[src/common/rtp_defines.svh]
/*
  Offsets, field positions, reset values, command codes and timing counts
  for the reset sequencer and test port enable block.
  Assumes a 250 MHz device clock; included by bare name.
*/
`ifndef RTP_DEFINES_SVH
`define RTP_DEFINES_SVH

// Register offsets from the I/O register base
`define RTP_OFF_TEST_EN 8'hC7
`define RTP_OFF_PMA 8'hB0
`define RTP_OFF_PMB 8'hB4
`define RTP_OFF_VM 8'hB8

// Field positions
`define RTP_PMA_ARRAY_CLK 4
`define RTP_PMA_MCELL_CLK 5
`define RTP_PMB_CTL0 2
`define RTP_PMB_DBE 6
`define RTP_TEST_EN_BIT 0
`define RTP_VM_SRAM_CODE 0
`define RTP_VM_PERIPH 1

// Writable bits and reset values
`define RTP_PMA_WMASK 8'h3A
`define RTP_PMB_WMASK 8'h7C
`define RTP_TEST_WMASK 8'h01
`define RTP_VM_WMASK 8'h1F
`define RTP_VM_CLRMASK 8'hFC
`define RTP_REG_RST 8'h00

// Serial test commands
`define RTP_CMD_ENABLE 8'h15
`define RTP_CMD_ENABLE_EXT 8'h19
`define RTP_CMD_ENABLE_OD 8'h1A
`define RTP_CMD_DISABLE 8'h16
`define RTP_CMD_CLEAR 8'h17

// Times in ns and derived counts
`define RTP_CLK_NS 4
`define RTP_POR_PULSE_NS 1000
`define RTP_WARM_PULSE_NS 200
`define RTP_RECOVERY_NS 480
`define RTP_ABORT_NS 100
`define RTP_POR_CYC ((`RTP_POR_PULSE_NS + `RTP_CLK_NS - 1) / `RTP_CLK_NS)
`define RTP_WARM_CYC ((`RTP_WARM_PULSE_NS + `RTP_CLK_NS - 1) / `RTP_CLK_NS)
`define RTP_REC_CYC ((`RTP_RECOVERY_NS + `RTP_CLK_NS - 1) / `RTP_CLK_NS)
`define RTP_ABORT_CYC (`RTP_ABORT_NS / `RTP_CLK_NS)
`define RTP_PROG_CYC 16
`define RTP_ERASE_CYC 64

`endif

[src/common/rtp_pkg.sv]
/*
  Types shared by the reset sequencer and test port enable block.
  Assumes nothing beyond a SystemVerilog compiler.
*/
package rtp_pkg;

  typedef struct packed {
    logic dbe;
    logic ale;
    logic c2;
    logic c1;
    logic c0;
  } rtp_ctl_t;

  typedef enum logic [1:0] {RS_HOLD, RS_RECOVER, RS_RUN} rtp_rst_state_t;
  typedef enum logic [1:0] {FL_READ, FL_PROGRAM, FL_ERASE} rtp_flash_state_t;
  typedef enum logic {TP_OFF, TP_ON} rtp_tp_state_t;

  function automatic logic rtp_rise(input logic prev, input logic cur);
    return cur & ~prev;
  endfunction

endpackage

[src/design/rtp_reset_seq.sv]
/*
  Reset pin qualification: power-on and warm pulse widths, recovery period.
  Assumes the reset pin level arrives already synchronised to clk.
*/
`timescale 1ns/1ps
`default_nettype none
module rtp_reset_seq #(
  parameter int POR_CYC = 250,
  parameter int WARM_CYC = 50,
  parameter int REC_CYC = 120,
  parameter int CW = 16
) (
  input wire logic clk,
  input wire logic sys_rst,
  input wire logic pin_low_s,
  output logic dev_reset_o,
  output logic por_active_o,
  output logic cfg_loaded_o
);
  rtp_pkg::rtp_rst_state_t state_reg;
  logic [CW-1:0] cnt_reg;
  logic por_reg;
  logic cfg_reg;

  always_ff @(posedge clk) begin
    if (sys_rst) begin
      state_reg <= rtp_pkg::RS_HOLD;
      cnt_reg <= '0;
      por_reg <= 1'b1;
      cfg_reg <= 1'b0;
    end else begin
      unique case (state_reg)
        rtp_pkg::RS_HOLD: begin
          if (pin_low_s) begin
            if (cnt_reg != '1)
              cnt_reg <= cnt_reg + 1'b1;
            if (por_reg && cnt_reg >= CW'(POR_CYC - 1))
              cfg_reg <= 1'b1; // RULE4
          end else if (!por_reg || cfg_reg) begin
            state_reg <= rtp_pkg::RS_RECOVER; // RULE25
            cnt_reg <= '0;
            por_reg <= 1'b0;
          end else begin
            cnt_reg <= '0;
          end
        end
        rtp_pkg::RS_RECOVER: begin
          if (pin_low_s) begin
            state_reg <= rtp_pkg::RS_HOLD;
            cnt_reg <= '0;
          end else if (cnt_reg == CW'(REC_CYC - 1)) begin
            state_reg <= rtp_pkg::RS_RUN; // RULE5
            cnt_reg <= '0;
          end else begin
            cnt_reg <= cnt_reg + 1'b1;
          end
        end
        rtp_pkg::RS_RUN: begin
          if (!pin_low_s) begin
            cnt_reg <= '0;
          end else if (cnt_reg == CW'(WARM_CYC - 1)) begin
            state_reg <= rtp_pkg::RS_HOLD; // RULE9
            cnt_reg <= '0;
          end else begin
            cnt_reg <= cnt_reg + 1'b1;
          end
        end
      endcase
    end
  end

  assign dev_reset_o = (state_reg != rtp_pkg::RS_RUN);
  assign por_active_o = por_reg;
  assign cfg_loaded_o = cfg_reg;
endmodule // rtp_reset_seq
`default_nettype wire

[src/design/rtp_test_port.sv]
/*
  Serial test command receiver: enables the data output and extensions.
  Assumes test clock edges and pin levels come synchronised to clk.
*/
`timescale 1ns/1ps
`default_nettype none
`include "rtp_defines.svh"
module rtp_test_port (
  input wire logic clk,
  input wire logic sys_rst,
  input wire logic port_rst,
  input wire logic tck_rise,
  input wire logic tck_fall,
  input wire logic tms,
  input wire logic tdi,
  output logic tdo_o,
  output logic tdo_en_o,
  output logic ext_en_o,
  output logic od_o,
  output logic clear_err_o
);
  rtp_pkg::rtp_tp_state_t state_reg;
  logic [7:0] shift_reg;
  logic [7:0] cmd_next;
  logic ext_reg;
  logic od_reg;
  logic clr_reg;
  logic tdo_reg;

  assign cmd_next = {tdi, shift_reg[7:1]};

  // Command byte ends on the test clock edge that sees mode select high
  always_ff @(posedge clk) begin
    if (sys_rst || port_rst) begin
      state_reg <= rtp_pkg::TP_OFF; // RULE19
      shift_reg <= 8'h00;
      ext_reg <= 1'b0;
      od_reg <= 1'b0;
      clr_reg <= 1'b0;
    end else begin
      clr_reg <= 1'b0;
      if (tck_rise) begin
        shift_reg <= cmd_next;
        if (tms) begin
          unique case (cmd_next) // RULE21
            `RTP_CMD_ENABLE: state_reg <= rtp_pkg::TP_ON; // RULE17
            `RTP_CMD_ENABLE_EXT: begin
              state_reg <= rtp_pkg::TP_ON;
              ext_reg <= 1'b1;
            end
            `RTP_CMD_ENABLE_OD: begin
              state_reg <= rtp_pkg::TP_ON;
              ext_reg <= 1'b1;
              od_reg <= 1'b1;
            end
            `RTP_CMD_DISABLE: begin
              state_reg <= rtp_pkg::TP_OFF;
              ext_reg <= 1'b0;
              od_reg <= 1'b0;
            end
            `RTP_CMD_CLEAR: clr_reg <= 1'b1;
            default: ;
          endcase
        end
      end
    end
  end

  always_ff @(posedge clk) begin
    if (sys_rst)
      tdo_reg <= 1'b0;
    else if (tck_fall)
      tdo_reg <= shift_reg[0];
  end

  assign tdo_o = tdo_reg;
  assign tdo_en_o = (state_reg == rtp_pkg::TP_ON);
  assign ext_en_o = ext_reg & tdo_en_o;
  assign od_o = od_reg;
  assign clear_err_o = clr_reg;
endmodule // rtp_test_port
`default_nettype wire

[src/design/rtp_top.sv]
/*
  Reset sequencing, logic clock and control gating, pin states in reset,
  flash cycle control and the test pin hand-over on port C.
  Assumes a host register port on pins, a test clock of about 8 MHz and
  logic-array and macrocell signals on clk.
*/
// Summary of operation
// [RULE1] Bits 4/5 cut logic clock from array/macrocells
// [RULE2] Bits 2-6 cut control inputs from array
// [RULE3] Software should gate unused inputs to save power
// [RULE4] Power-on pulse loads configuration and clears registers
// [RULE5] Recovery period follows reset release before access
// [RULE6] Flash controller starts in read mode
// [RULE7] Sector selects low, write strobe high in reset; code drives only the sector selects and has no write strobe output
// [RULE8] Supply lockout blocks flash write start
// [RULE9] Warm reset needs shorter pulse, same recovery
// [RULE10] Logic outputs valid in warm reset, after load
// [RULE11] Reset aborts flash cycle within abort width
// [RULE12] Pin direction states in resets and power-down
// [RULE13] Power-on clears gating registers and macrocells
// [RULE14] Map register reloads; two bits always cleared
// [RULE15] Test pins active is OR of three sources
// [RULE16] Inactive: general I/O; active: test interface
// [RULE17] Pins inputs until enabling command drives output
// [RULE18] Enable register at C7h, cleared by reset
// [RULE19] Reset blocks test port unless dedicated; code also exempts a blank device
// [RULE20] Blank device enables test pins by default
// [RULE21] Configuration commands only; select follows cable
// [RULE22] Port C pin assignment of test signals
// [RULE23] Bit 0 enables; other bits write zero
// [RULE24] Reset times are parameterised cycle counts
// [RULE25] Reset pin synchronised; release starts recovery
`timescale 1ns/1ps
`default_nettype none
`include "rtp_defines.svh"
module rtp_top #(
  parameter int MC_W = 8,
  parameter logic NVM_TEST_DEDICATED = 1'b0,
  parameter logic DEVICE_BLANK = 1'b1,
  parameter logic [7:0] VM_CONFIG = 8'h1F,
  parameter int POR_CYC = `RTP_POR_CYC, // RULE24
  parameter int WARM_CYC = `RTP_WARM_CYC,
  parameter int REC_CYC = `RTP_REC_CYC
) (
  input wire logic clk,
  input wire logic sys_rst,
  input wire logic reset_pin_n,
  input wire logic lockout_pin,
  input wire logic mcu_cs_n,
  input wire logic mcu_wr_n,
  input wire logic mcu_rd_n,
  input wire logic [7:0] mcu_addr,
  input wire logic [7:0] mcu_data_in,
  output logic [7:0] mcu_data_out,
  output logic mcu_data_oe,
  input wire logic pld_clock_input,
  input wire rtp_pkg::rtp_ctl_t ctl_pins,
  output rtp_pkg::rtp_ctl_t array_ctl,
  output logic pld_array_clk,
  input wire logic [MC_W-1:0] mc_d,
  input wire logic [MC_W-1:0] mc_reset_eq,
  input wire logic [MC_W-1:0] mc_preset_eq,
  output logic [MC_W-1:0] mc_q,
  output logic pld_out_valid,
  input wire logic power_down,
  input wire logic test_pin_select_term,
  input wire logic flash_prog_start,
  input wire logic flash_erase_start,
  output logic flash_ready,
  output logic [7:0] sector_select_en,
  input wire logic [7:0] io_oe_req,
  output logic [7:0] io_oe,
  input wire logic [7:0] addr_oe_req,
  output logic [7:0] addr_oe,
  input wire logic [7:0] data_port_oe_req,
  output logic [7:0] data_port_oe,
  input wire logic [7:0] periph_oe_req,
  output logic [7:0] periph_oe,
  output logic [7:0] memory_map_config,
  input wire logic [7:0] pc_in,
  output logic [7:0] pc_out,
  output logic [7:0] pc_oe,
  input wire logic [7:0] gpio_out,
  input wire logic [7:0] gpio_oe,
  output logic test_pins_active
);
  localparam int ABT = `RTP_ABORT_CYC;

  // Two-flop synchronisers for every pin that reaches logic
  localparam int SW = 35;
  logic [SW-1:0] pin_raw;
  logic [SW-1:0] sync1_reg;
  logic [SW-1:0] sync2_reg;
  assign pin_raw = {~reset_pin_n, lockout_pin, mcu_cs_n, mcu_wr_n,
                    mcu_rd_n, mcu_addr, mcu_data_in, pld_clock_input,
                    ctl_pins, pc_in};
  always_ff @(posedge clk) begin
    if (sys_rst) begin
      sync1_reg <= {5'h07, 8'h00, 8'h00, 1'b0, 5'h00, 8'h00} | {2'b0, 3'b111, 30'h0};
      sync2_reg <= {2'b0, 3'b111, 30'h0};
    end else begin
      sync1_reg <= pin_raw;
      sync2_reg <= sync1_reg;
    end
  end

  logic pin_low_s;
  logic lockout_s;
  logic cs_n_s;
  logic wr_n_s;
  logic rd_n_s;
  logic [7:0] addr_s;
  logic [7:0] wdata_s;
  logic pclk_s;
  rtp_pkg::rtp_ctl_t ctl_s;
  logic [7:0] pc_s;
  assign {pin_low_s, lockout_s, cs_n_s, wr_n_s, rd_n_s, addr_s, wdata_s,
          pclk_s, ctl_s, pc_s} = sync2_reg;

  // Edge history for the two sampled clocks and the write strobe
  logic pclk_d_reg;
  logic tck_d_reg;
  logic wr_n_d_reg;
  always_ff @(posedge clk) begin
    if (sys_rst) begin
      pclk_d_reg <= 1'b0;
      tck_d_reg <= 1'b0;
      wr_n_d_reg <= 1'b1;
    end else begin
      pclk_d_reg <= pclk_s;
      tck_d_reg <= pc_s[1];
      wr_n_d_reg <= wr_n_s;
    end
  end

  logic dev_reset;
  logic por_active;
  logic cfg_loaded;
  rtp_reset_seq #(
    .POR_CYC(POR_CYC),
    .WARM_CYC(WARM_CYC),
    .REC_CYC(REC_CYC),
    .CW(16)
  ) u_seq (
    .clk(clk),
    .sys_rst(sys_rst),
    .pin_low_s(pin_low_s),
    .dev_reset_o(dev_reset),
    .por_active_o(por_active),
    .cfg_loaded_o(cfg_loaded)
  );

  // Register file; accesses during reset are ignored
  logic [7:0] pma_reg;
  logic [7:0] pmb_reg;
  logic [7:0] test_en_reg;
  logic [7:0] vm_reg;
  logic wr_take;
  assign wr_take = ~cs_n_s & rtp_pkg::rtp_rise(wr_n_s, wr_n_d_reg)
                   & ~dev_reset;

  always_ff @(posedge clk) begin
    if (sys_rst || por_active) begin
      pma_reg <= `RTP_REG_RST; // RULE13
      pmb_reg <= `RTP_REG_RST;
    end else if (wr_take && addr_s == `RTP_OFF_PMA) begin
      pma_reg <= wdata_s & `RTP_PMA_WMASK; // RULE1
    end else if (wr_take && addr_s == `RTP_OFF_PMB) begin
      pmb_reg <= wdata_s & `RTP_PMB_WMASK; // RULE2
    end
  end

  always_ff @(posedge clk) begin
    if (sys_rst || dev_reset)
      test_en_reg <= `RTP_REG_RST; // RULE18
    else if (wr_take && addr_s == `RTP_OFF_TEST_EN)
      test_en_reg <= wdata_s & `RTP_TEST_WMASK; // RULE23
  end

  always_ff @(posedge clk) begin
    if (sys_rst)
      vm_reg <= `RTP_REG_RST;
    else if (dev_reset)
      vm_reg <= VM_CONFIG & `RTP_VM_CLRMASK; // RULE14
    else if (wr_take && addr_s == `RTP_OFF_VM)
      vm_reg <= wdata_s & `RTP_VM_WMASK;
  end
  assign memory_map_config = vm_reg;

  always_ff @(posedge clk) begin
    if (sys_rst) begin
      mcu_data_out <= 8'h00;
    end else begin
      unique case (addr_s)
        `RTP_OFF_PMA: mcu_data_out <= pma_reg;
        `RTP_OFF_PMB: mcu_data_out <= pmb_reg;
        `RTP_OFF_TEST_EN: mcu_data_out <= test_en_reg;
        `RTP_OFF_VM: mcu_data_out <= vm_reg;
        default: mcu_data_out <= 8'h00;
      endcase
    end
  end
  assign mcu_data_oe = ~cs_n_s & ~rd_n_s & ~dev_reset;

  // Logic clock and control input gating toward the product-term array
  assign pld_array_clk = pclk_s & ~pma_reg[`RTP_PMA_ARRAY_CLK]; // RULE1
  assign array_ctl = ctl_s & ~rtp_pkg::rtp_ctl_t'(
    pmb_reg[`RTP_PMB_DBE:`RTP_PMB_CTL0]); // RULE2

  // Macrocells clear only on power-on; warm reset uses their equations
  logic mc_edge;
  assign mc_edge = rtp_pkg::rtp_rise(pclk_d_reg, pclk_s)
                   & ~pma_reg[`RTP_PMA_MCELL_CLK]; // RULE1
  always_ff @(posedge clk) begin
    if (sys_rst || por_active)
      mc_q <= '0; // RULE13
    else if (|(mc_reset_eq | mc_preset_eq))
      mc_q <= (mc_q & ~mc_reset_eq) | mc_preset_eq;
    else if (mc_edge)
      mc_q <= mc_d;
  end
  assign pld_out_valid = cfg_loaded; // RULE10

  // Flash cycle controller
  rtp_pkg::rtp_flash_state_t fl_state_reg;
  logic [7:0] fl_cnt_reg;
  logic err_reg;
  logic blocked_start;
  logic clear_err;
  logic tp_rst;
  logic tdo_en;
  assign blocked_start = (flash_prog_start | flash_erase_start) & lockout_s;

  always_ff @(posedge clk) begin
    if (sys_rst || pin_low_s || dev_reset) begin
      fl_state_reg <= rtp_pkg::FL_READ; // RULE6 RULE11
      fl_cnt_reg <= 8'h00;
    end else begin
      unique case (fl_state_reg)
        rtp_pkg::FL_READ: begin
          if (!lockout_s && flash_prog_start) begin // RULE8
            fl_state_reg <= rtp_pkg::FL_PROGRAM;
            fl_cnt_reg <= 8'(`RTP_PROG_CYC - 1);
          end else if (!lockout_s && flash_erase_start) begin
            fl_state_reg <= rtp_pkg::FL_ERASE;
            fl_cnt_reg <= 8'(`RTP_ERASE_CYC - 1);
          end
        end
        rtp_pkg::FL_PROGRAM, rtp_pkg::FL_ERASE: begin
          if (fl_cnt_reg == 8'h00)
            fl_state_reg <= rtp_pkg::FL_READ;
          else
            fl_cnt_reg <= fl_cnt_reg - 1'b1;
        end
        default: fl_state_reg <= rtp_pkg::FL_READ;
      endcase
    end
  end
  assign flash_ready = (fl_state_reg == rtp_pkg::FL_READ);
  assign sector_select_en = dev_reset ? 8'h00 : 8'hFF; // RULE7

  // Error flag: set wins over clear
  always_ff @(posedge clk) begin
    if (sys_rst)
      err_reg <= 1'b0;
    else if (blocked_start)
      err_reg <= 1'b1;
    else if (clear_err || (dev_reset && !tdo_en))
      err_reg <= 1'b0;
  end

  // Pin direction in reset and power-down
  always_comb begin
    io_oe = io_oe_req;
    addr_oe = addr_oe_req;
    data_port_oe = data_port_oe_req;
    periph_oe = periph_oe_req;
    if (dev_reset) begin
      io_oe = 8'h00; // RULE12
      addr_oe = 8'h00;
    end
    if (dev_reset || power_down) begin
      data_port_oe = 8'h00;
      periph_oe = 8'h00;
    end
  end

  // Test pin hand-over
  logic nvm_on;
  logic tdo;
  logic ext_en;
  logic od;
  assign nvm_on = NVM_TEST_DEDICATED | DEVICE_BLANK; // RULE20
  assign test_pins_active = nvm_on | test_en_reg[`RTP_TEST_EN_BIT]
                            | test_pin_select_term; // RULE15
  assign tp_rst = ~test_pins_active | (dev_reset & ~nvm_on); // RULE19

  rtp_test_port u_tp (
    .clk(clk),
    .sys_rst(sys_rst),
    .port_rst(tp_rst),
    .tck_rise(rtp_pkg::rtp_rise(tck_d_reg, pc_s[1])),
    .tck_fall(rtp_pkg::rtp_rise(pc_s[1], tck_d_reg)),
    .tms(pc_s[0]),
    .tdi(pc_s[5]),
    .tdo_o(tdo),
    .tdo_en_o(tdo_en),
    .ext_en_o(ext_en),
    .od_o(od),
    .clear_err_o(clear_err)
  );

  always_comb begin
    pc_out = gpio_out;
    pc_oe = gpio_oe;
    if (test_pins_active) begin // RULE16
      pc_out[6] = tdo; // RULE22
      pc_oe[6] = tdo_en; // RULE17
      pc_out[0] = 1'b0;
      pc_oe[0] = 1'b0;
      pc_out[1] = 1'b0;
      pc_oe[1] = 1'b0;
      pc_out[5] = 1'b0;
      pc_oe[5] = 1'b0;
      pc_out[3] = flash_ready;
      pc_oe[3] = ext_en & (~od | ~flash_ready);
      pc_out[4] = ~err_reg;
      pc_oe[4] = ext_en & (~od | err_reg);
    end
  end
endmodule // rtp_top
`default_nettype wire

[config.mk]
export PLATFORM = sky130hd
export DESIGN_NAME = rtp_top
export DESIGN_NICKNAME = d
export VERILOG_FILES = /design/src/common/rtp_pkg.sv /design/src/design/rtp_reset_seq.sv /design/src/design/rtp_test_port.sv /design/src/design/rtp_top.sv
export VERILOG_INCLUDE_DIRS = /design/src /design/src/common
export SDC_FILE = /design/constraint.sdc
export NUM_CORES = 1
export LEC_CHECK = 0
export CAP_MARGIN = 20
export CORE_MARGIN = 2
export CORE_UTILIZATION = 59
export DETAILED_ROUTE_END_ITERATION = 7
export DONT_BUFFER_PORTS = 1
export PLACE_DENSITY_LB_ADDON = 0.05
export REMOVE_ABC_BUFFERS = 1
export SETUP_SLACK_MARGIN = 0.15
export SKIP_CTS_REPAIR_TIMING = 1
export SLEW_MARGIN = 20
export SYNTH_ARGS = -nofsm -noshare
export SYNTH_HDL_FRONTEND = slang
export SYNTH_SLANG_ARGS = --single-unit
[constraint.sdc]
create_clock -name clk -period 3.4 [get_ports clk]
set_clock_uncertainty 0.15 [all_clocks]
set_input_delay 1.02 -clock clk [delete_from_list [all_inputs] [get_ports clk]]
set_output_delay 1.02 -clock clk [all_outputs]
set_load 0.05 [all_outputs]
---- After elaboration in Yosys (flattened, before gate mapping) ----
Index checks and enable logic that the tools add are counted.
storage, ports and cells
  logic and storage cells ................. 175
  flip-flop bits (word level) ............. 148
  input bits .............................. 113
cells by class
  reductions and logical operators ........ 43
  mux-type cells .......................... 38
  order comparisons ....................... 1
  bitwise gates (word level) .............. 40
  equal/unequal tests ..................... 26
  add/subtract/negate cells ............... 2
operator list
  operator                 count
  $mux W16                 6
  $mux W8                  10
  $pmux W16 S3             1
  $eq A8 B5 Y1 const B     5
  $eq A8 B8 Y1 const B     4
  $pmux W7 S4              1
  $mux W2                  9
  $reduce_and A3 Y1        6
  $not A1 Y1               17
  $add A16 B1 Y16 const B  1
  $eq A16 B6 Y1 const B    1
  $eq A16 B7 Y1 const B    1
  $ge A16 B8 Y1 const B    1
  $ne A16 B16 Y1 const B   1
  $or A8 B8 Y8             2
  $pmux W8 S2              1
  $and A1 B1 Y1            14
  $reduce_bool A2 Y1       7
  $mux W5                  2
  $ne A2 B2 Y1 const B     5
  $and A8 B8 Y8            1
  $logic_and A1 B1 Y1      8
  $logic_not A8 Y1         1
  $not A8 Y8               1
  other kinds (21)         44

---- Depth between registers and ports, before layout ----
Gate-level depths: netlist (run 1).
  word-level depth ........................ 7
  mapped depth ............................ 8
  mapped depth without buffers ............ 7

---- Cells and area by module ----
Synthesis (run 1) repeated with hierarchy kept, for this count alone.
unflattened totals
  cell total of the unflattened synthesis .. 635
  area, all modules ....................... 5915.7 µm²
modules (own cells, without submodules)
  module         area an instance (µm²)  instances  cells each
  rtp_top        4139.0                  1          433
  rtp_reset_seq  1224.9                  1          149
  rtp_test_port  551.8                   1          53

---- Least setup slack after synthesis (run 1) ----
OpenSTA, ideal clock, no wires.
  kind .................................... register to output
  start point ............................. reg u_seq.state_reg[0]
  end point ............................... out mcu_data_oe
  setup slack ............................. -0.159 ns
  cell stages (with the launch flop) ...... 5
  buffers on the path ..................... 0
  arrival time ............................ 2.389 ns
  required time ........................... 2.230 ns
  cell sequence ........................... dfxtp_1 -> inv_1 -> ha_1 -> inv_1 -> nor3_1
on the way
  cells in the longest elaborated chain, start to end .. 3
RTL lines
  what                    line                 RTL
  start, declared         rtp_reset_seq.sv:20  rtp_pkg::rtp_rst_state_t state_reg;
  start signal, assigned  rtp_reset_seq.sv:27  state_reg <= rtp_pkg::RS_HOLD;
  start signal, assigned  rtp_reset_seq.sv:40  state_reg <= rtp_pkg::RS_RECOVER;
  start signal, assigned  rtp_reset_seq.sv:49  state_reg <= rtp_pkg::RS_HOLD;
  $ne A2 B2 Y1            rtp_reset_seq.sv:72  assign dev_reset_o = (state_reg != rtp_pkg::RS_RUN);
  $not A1 Y1              rtp_top.sv:203       assign mcu_data_oe = ~cs_n_s & ~rd_n_s & ~dev_reset;
  $and A1 B1 Y1           rtp_top.sv:203
  end, declared           rtp_top.sv:55        output logic mcu_data_oe,
No other way between the ends.

---- Final worst setup path (run 1) ----
  start point ............................. reg u_seq.state_reg[0]
  end point ............................... out addr_oe[7]
on the way
  cells in the longest elaborated chain, start to end .. 2
RTL lines
  what           line                 RTL
  $ne A2 B2 Y1   rtp_reset_seq.sv:72
  $mux W8        rtp_top.sv:278       if (dev_reset) begin
  end, declared  rtp_top.sv:74        output logic [7:0] addr_oe,
No other way between the ends.

==> metrics.cfg, run 1 <==
[outcome]
status=completed

[final_layout]
fill_cells=746
areaGrowthSynthToFinish_pct=14.3
fin_area_um2=6480
multi_input_area_um2=2640
seq_area_um2=2700
fin_cells=778
final_util=0.698
fin_nets=758
n_antenna_cell=0
drive_above_1_share=0.145

[detailed_routing]
routed_wl_um=12100
drt_pass1_iterations=5
drc=0
drt_iter0_markers=198
antenna_left=0
vias_per_cell=5.42
num_vias=4218
wl_per_cell_um=15.5

[setup_path]
cp.arrival_ps=1970
setup.worst_path.end_class=output pin
path_class=reg2out
reg2regPathDepth=9
cp-start-kind=flop
r2r-start=u_seq.state_reg[0]
cp.required_ps=2230
crit_fanout=13
reg2reg_to=pmb_reg[2]
r2r_slack_ps=500

[flow_run]
cap_violations=0

[yosys]
syn_inst=625
synthAdderAreaFrac=0.0177
yosysUniqueCellTypes=58
synth_edf_count=0
ys_seq_area_frac=0.477
syn_area_um2=5670
synth-simple-area-share=0.290
synth_top_family_by_area=simple AND/OR/NAND/NOR gates
synth-xor-area-share=0.0201
synthFlopType=dfxtp_1
synth_compound_area_frac=0.0995
synthArstFlopShare=0
ys_warn_count=0
synthMuxAreaShare=0.0282
synth.avg_cell_area_um2=9.07
yosys_register_bits=135

[timing]
fin_setup_tns_ps=0
worstMarginPinSlew_ps=644
whs_ps=260
setup_viol=0
min_period_over_period=0.924
clock.fmax_mhz=318
rsz0062_at_grt=false
hold_violations=0
finalWorstSetupSlack_ps=257
maxSlewViolCount=0
relSlewSlack=0.568
fin_crit_ps=3140

[clock_network]
cts.sinks=135
clk_latency_ps=510
cts-htree-levels=4
clockBufferDepth=2
cts_tree=built
cts_root_buffer=clkbuf_8
cts.clk_slew.worst_paths_ps=60
cts_inserted_buffers=17

[placement]
placed_area_um2=5840
dp_cells=745
port-buffer-count=0
dpl_worst_slack_ps=548
gp_congestion=0.785
dpl.hpwl_um=8290

[floorplan]
io_pins=203
die_w_um=102
start_util=0.611
die_h_um=102
design.core.area_um2=9280
rows=35
dieArea_um2=10400

[global_route]
grt_start_max_net_pins=83
grt.overflow.total=0
grt_pass1_vias=3845
antenna_found_initial=0
grt_usage=0.227
grt_pass1_wl_um=18500

[pwr]
ir_drop_uv=509
power_mw=3.71
p_per_area_nw_per_um2=572
leakage_nw=2.53

[worst_hold_path]
holdPathEnd=sync2_reg[32]
hold_class=reg2reg
worst_hold_path.num_cells=1
hold_start=sync1_reg[32]

cells by family (layout without fill, tap and decap cells):
kind of cell / after synthesis / in the layout
flip-flops: 135 / 135
multiplexers: 16 / 16
other: 2 / 11
AO/OA/AOI/OAI: 80 / 80
XOR/XNOR: 13 / 13
adder cells (fa/ha/maj): 8 / 8
buffers and inverters: 74 / 89
AND/OR/NAND/NOR: 297 / 297
how the worst max path moves through the flow:
stage / start / slack, ps / endpoint
after detailed placement: u_seq.state_reg[0] / 550 / data_port_oe[5]
after global routing: u_seq.state_reg[0] / 160 / io_oe[1]
after global placement: u_seq.state_reg[0] / 600 / data_port_oe[2]
after CTS: u_seq.state_reg[0] / -0.6 / data_port_oe[5]
final: u_seq.state_reg[0] / 260 / addr_oe[7]
after floorplan: u_seq.state_reg[0] / -2820 / mcu_data_oe
area by class of cell:
class,count,share of cell area
Sequential cell,135,0.417
Multi-Input combinational cell,425,0.407
Clock buffer,18,0.0660
Timing Repair Buffer,33,0.0407
Clock inverter,13,0.0299
Tap cell,129,0.0249
Inverter,25,0.0145
routing by layer:
layer	vias to the layer above	global-route usage	part of all wire
li1	2095	-	-
met1	1959	0.284	0.42
met2	150	0.381	0.51
met3	14	0.0629	0.063
met4	0	0.0779	0.012
met5	-	0	0
cells in the mapped netlist, drive strengths merged (6+ instances only):
cell type	n	area share
a211oi	9	0.013
inv	25	0.017
dfxtp	135	0.48
or2	8	0.0088
a21oi	31	0.029
and2	35	0.039
a31oi	10	0.011
o31ai	6	0.010
xnor2	8	0.012
nand3	14	0.012
nand2	54	0.036
nor2b	64	0.071
ha	8	0.018
mux2i	16	0.028
nand3b	9	0.012
clkbuf	21	0.014
nor2	59	0.043
nor3	10	0.0088
buf	28	0.036
critical path, cell delays in order (launching register included):
cell,delay (ps)
dfxtp_1,310
inv_1,130
ha_4,200
buf_4,170
buf_6,190
and2_1,460
where the power goes:
part / switching [mW] / total, mW / internal, mW / leakage, nW
registers: 0.0260 / 1.65 / 1.62 / 1.10
clock network: 0.692 / 1.91 / 1.22 / 0.296
logic: 0.0961 / 0.150 / 0.0542 / 1.13
total: 0.814 / 3.71 / 2.89 / 2.53
cell usage in the layout, fill, tap and decap left out, drive strengths merged, types with 4 or more instances in the layout:
master	n
nand2	54
conb	11
mux2i	16
nand3	14
o21ai	5
nand4	4
bufinv	4
inv	29
xor2	5
o31ai	6
a211oi	9
nand3b	9
a31oi	10
or3	5
a21oi	31
or4	4
xnor2	8
nor4	5
nor2	59
clkbuf	18
nor3	10
buf	33
and2	35
and3	4
nor4b	4
ha	8
nor2b	64
dfxtp	135
or2	8
(Power assumes the default switching activity.)
==> inputs of run 2 (changes only) <==
==> constraint.sdc (replaced) <==
create_clock -name clk -period 3.4 [get_ports clk]
set_clock_uncertainty 0.15 [all_clocks]
set_input_delay 0 -clock clk [delete_from_list [all_inputs] [get_ports clk]]
set_output_delay 0 -clock clk [all_outputs]
set_load 0.05 [all_outputs]
==> run 2 against run 1 <==
The flow now finishes with violations (negative hold slack); cell area up 6.5%; core utilization up 4.5 points; clock-buffer cell count unchanged; sequential power about the same; critical path depth up 1; die area unchanged; sequential share of layout area down 2.5 points; final cell count up 5.3%; largest power group unchanged; non-clock buffer count up 40; combinational power up 52%.
==> metrics.cfg, run 2 (synthesis gave the netlist of run 1 again) <==
[timing]
rsz0062_at_grt=false  ; unchanged
setup_viol=0  ; unchanged
fin_crit_ps=2730  ; was 3140 ps
fin_setup_tns_ps=0  ; unchanged
clock.fmax_mhz=366  ; was 318 MHz
whs_ps=-3.21  ; was 260 ps
min_period_over_period=0.803  ; was 0.924
hold_violations=2  ; was 0
relSlewSlack=0.288  ; was 0.568
worstMarginPinSlew_ps=1080  ; was 644 ps
maxSlewViolCount=0  ; unchanged

[final_layout]
final_util=0.744  ; was 0.698
n_antenna_cell=0  ; unchanged
areaGrowthSynthToFinish_pct=21.8  ; was 14.3%
seq_area_um2=2700  ; unchanged
multi_input_area_um2=2640  ; about the same
final_cell_mix=dfxtp_1 (135), dlygate4sd3_1 (67), nor2b_1 (64)  ; was dfxtp_1 (135), nor2b_1 (64), nand2_1 (54)
fin_cells=819  ; was 778
final_common_cell=dfxtp_1  ; unchanged
fin_area_um2=6900  ; was 6480 um2
fill_cells=682  ; was 746
fin_nets=798  ; was 758
drive_above_1_share=0.0986  ; was 0.145

[outcome]
failed_checks=negative hold slack
status=finished with violations  ; was completed

[detailed_routing]
antenna_left=0  ; unchanged
drt_pass1_iterations=5  ; unchanged
num_vias=4478  ; was 4218
vias_per_cell=5.47  ; was 5.42
drc=0  ; unchanged
wl_per_cell_um=15.2  ; was 15.5 um
routed_wl_um=12400  ; was 12100 um
drt_iter0_markers=124  ; was 198

[setup_path]
crit_fanout=25  ; was 13
path_class=reg2out  ; unchanged
setup.worst_path.end_class=output pin  ; unchanged
r2r-start=pma_reg[5]  ; was u_seq.state_reg[0]
crit_chain=inv_1 > ha_4 > buf_4 > inv_1 > nor2_2 > and2_1  ; was inv_1 > ha_4 > buf_4 > buf_6 > and2_1
cp_slowest_cell=and2_1  ; unchanged
cpMostUsedCell=inv_1
crit_path_start=u_seq.state_reg[0]  ; unchanged
cp-start-kind=flop  ; unchanged
critPathMaxStageDelay_ps=550  ; was 460 ps
cp.arrival_ps=2580  ; was 1970 ps
cp.required_ps=3250  ; was 2230 ps

[placement]
dpl.hpwl_um=7990  ; was 8290 um
placed_area_um2=5640  ; was 5840 um2
dp_cells=719  ; was 745
port-buffer-count=0  ; unchanged
gp_congestion=0.859  ; was 0.785

[clock_network]
cts_tree=built  ; unchanged
clk_latency_ps=520  ; was 510 ps
cts_inserted_buffers=17  ; unchanged
clockBufferDepth=2  ; unchanged
cts-htree-levels=4  ; unchanged
cts_root_buffer=clkbuf_8  ; unchanged
cts.clk_slew.worst_paths_ps=70  ; was 60 ps
cts.sinks=135  ; unchanged

[pwr]
leakage_nw=2.68  ; was 2.53 nW
ir_drop_uv=422  ; was 509 uV
p_per_area_nw_per_um2=525  ; was 572 nW/um2

[floorplan]
dieArea_um2=10400  ; unchanged
rows=35  ; unchanged
die_w_um=102  ; unchanged
design.core.area_um2=9280  ; unchanged
io_pins=203  ; unchanged
die_h_um=102  ; unchanged
start_util=0.611  ; unchanged

[global_route]
grt.overflow.total=0  ; unchanged
antenna_found_initial=0  ; unchanged
grt_pass1_vias=3723  ; was 3845
grt_usage=0.218  ; was 0.227
grt_pass1_wl_um=17400  ; was 18500 um
grt_start_max_net_pins=83  ; unchanged

[worst_hold_path]
hold_class=in2reg  ; was reg2reg
hold_start=ctl_pins[2]  ; was sync1_reg[32]

[flow_run]
cap_violations=0  ; unchanged

-- run 2: cell count changes in the layout (fill, tap and decap cells not counted), sizes merged --
cell / before / now
buf: 33 / 6
dlygate4sd3: 0 / 67
inv: 29 / 35
bufinv: 4 / 1
clkinvlp: 3 / 1
-- run 2: power by group --
group	leakage, nW	switching, mW	internal (mW)
Combinational	1.30	0.131	0.0974
Clock	0.278	0.749	1.00
Sequential	1.10	0.0259	1.62
-- run 2: area by class of cell --
class                   count  share of cell area
clock inverters            14              0.0217
multi-input cells         425               0.383
repair buffers             73               0.107
flip-flops and latches    135               0.391
clock buffers              18              0.0605
inverters                  25              0.0136
well taps                 129              0.0234
-- run 2: routing by layer --
metal | GRT usage | share of wire | wire length (um)
met1 | 0.264 | 0.41 | 5130
met4 | 0.0974 | 0.017 | 210
met3 | 0.0691 | 0.062 | 777
met5 | 0 | 0 | 0
met2 | 0.355 | 0.51 | 6320
-- run 2: path summary, 6_finish.rpt --
path / to / slack, ps / cells after the start
worst max register to register: mc_q[0] / 680 / 6
worst max-delay path: data_port_oe[3] / 670 / 6
worst min-delay path: sync1_reg[10] / -3 / 2
worst min register to register: sync2_reg[32] / 270 / 1
-- run 2: metrics by stage --
stage               power, mW  setup slack (ps)
detailed placement       1.83               925
CTS                      3.57               416
finish                   3.63               670
floorplan                1.80             -1890
global placement         1.82               998
global route             3.76               393
-- run 2: worst max-delay path: cells and delay by family (launching register included) --
| family | cells | cell delay [ps] |
|---|---|---|
| adder cells (fa/ha/maj) | 1 | 180 |
| buffers and inverters | 3 | 610 |
| AND/OR/NAND/NOR | 2 | 940 |
| flip-flops | 1 | 310 |
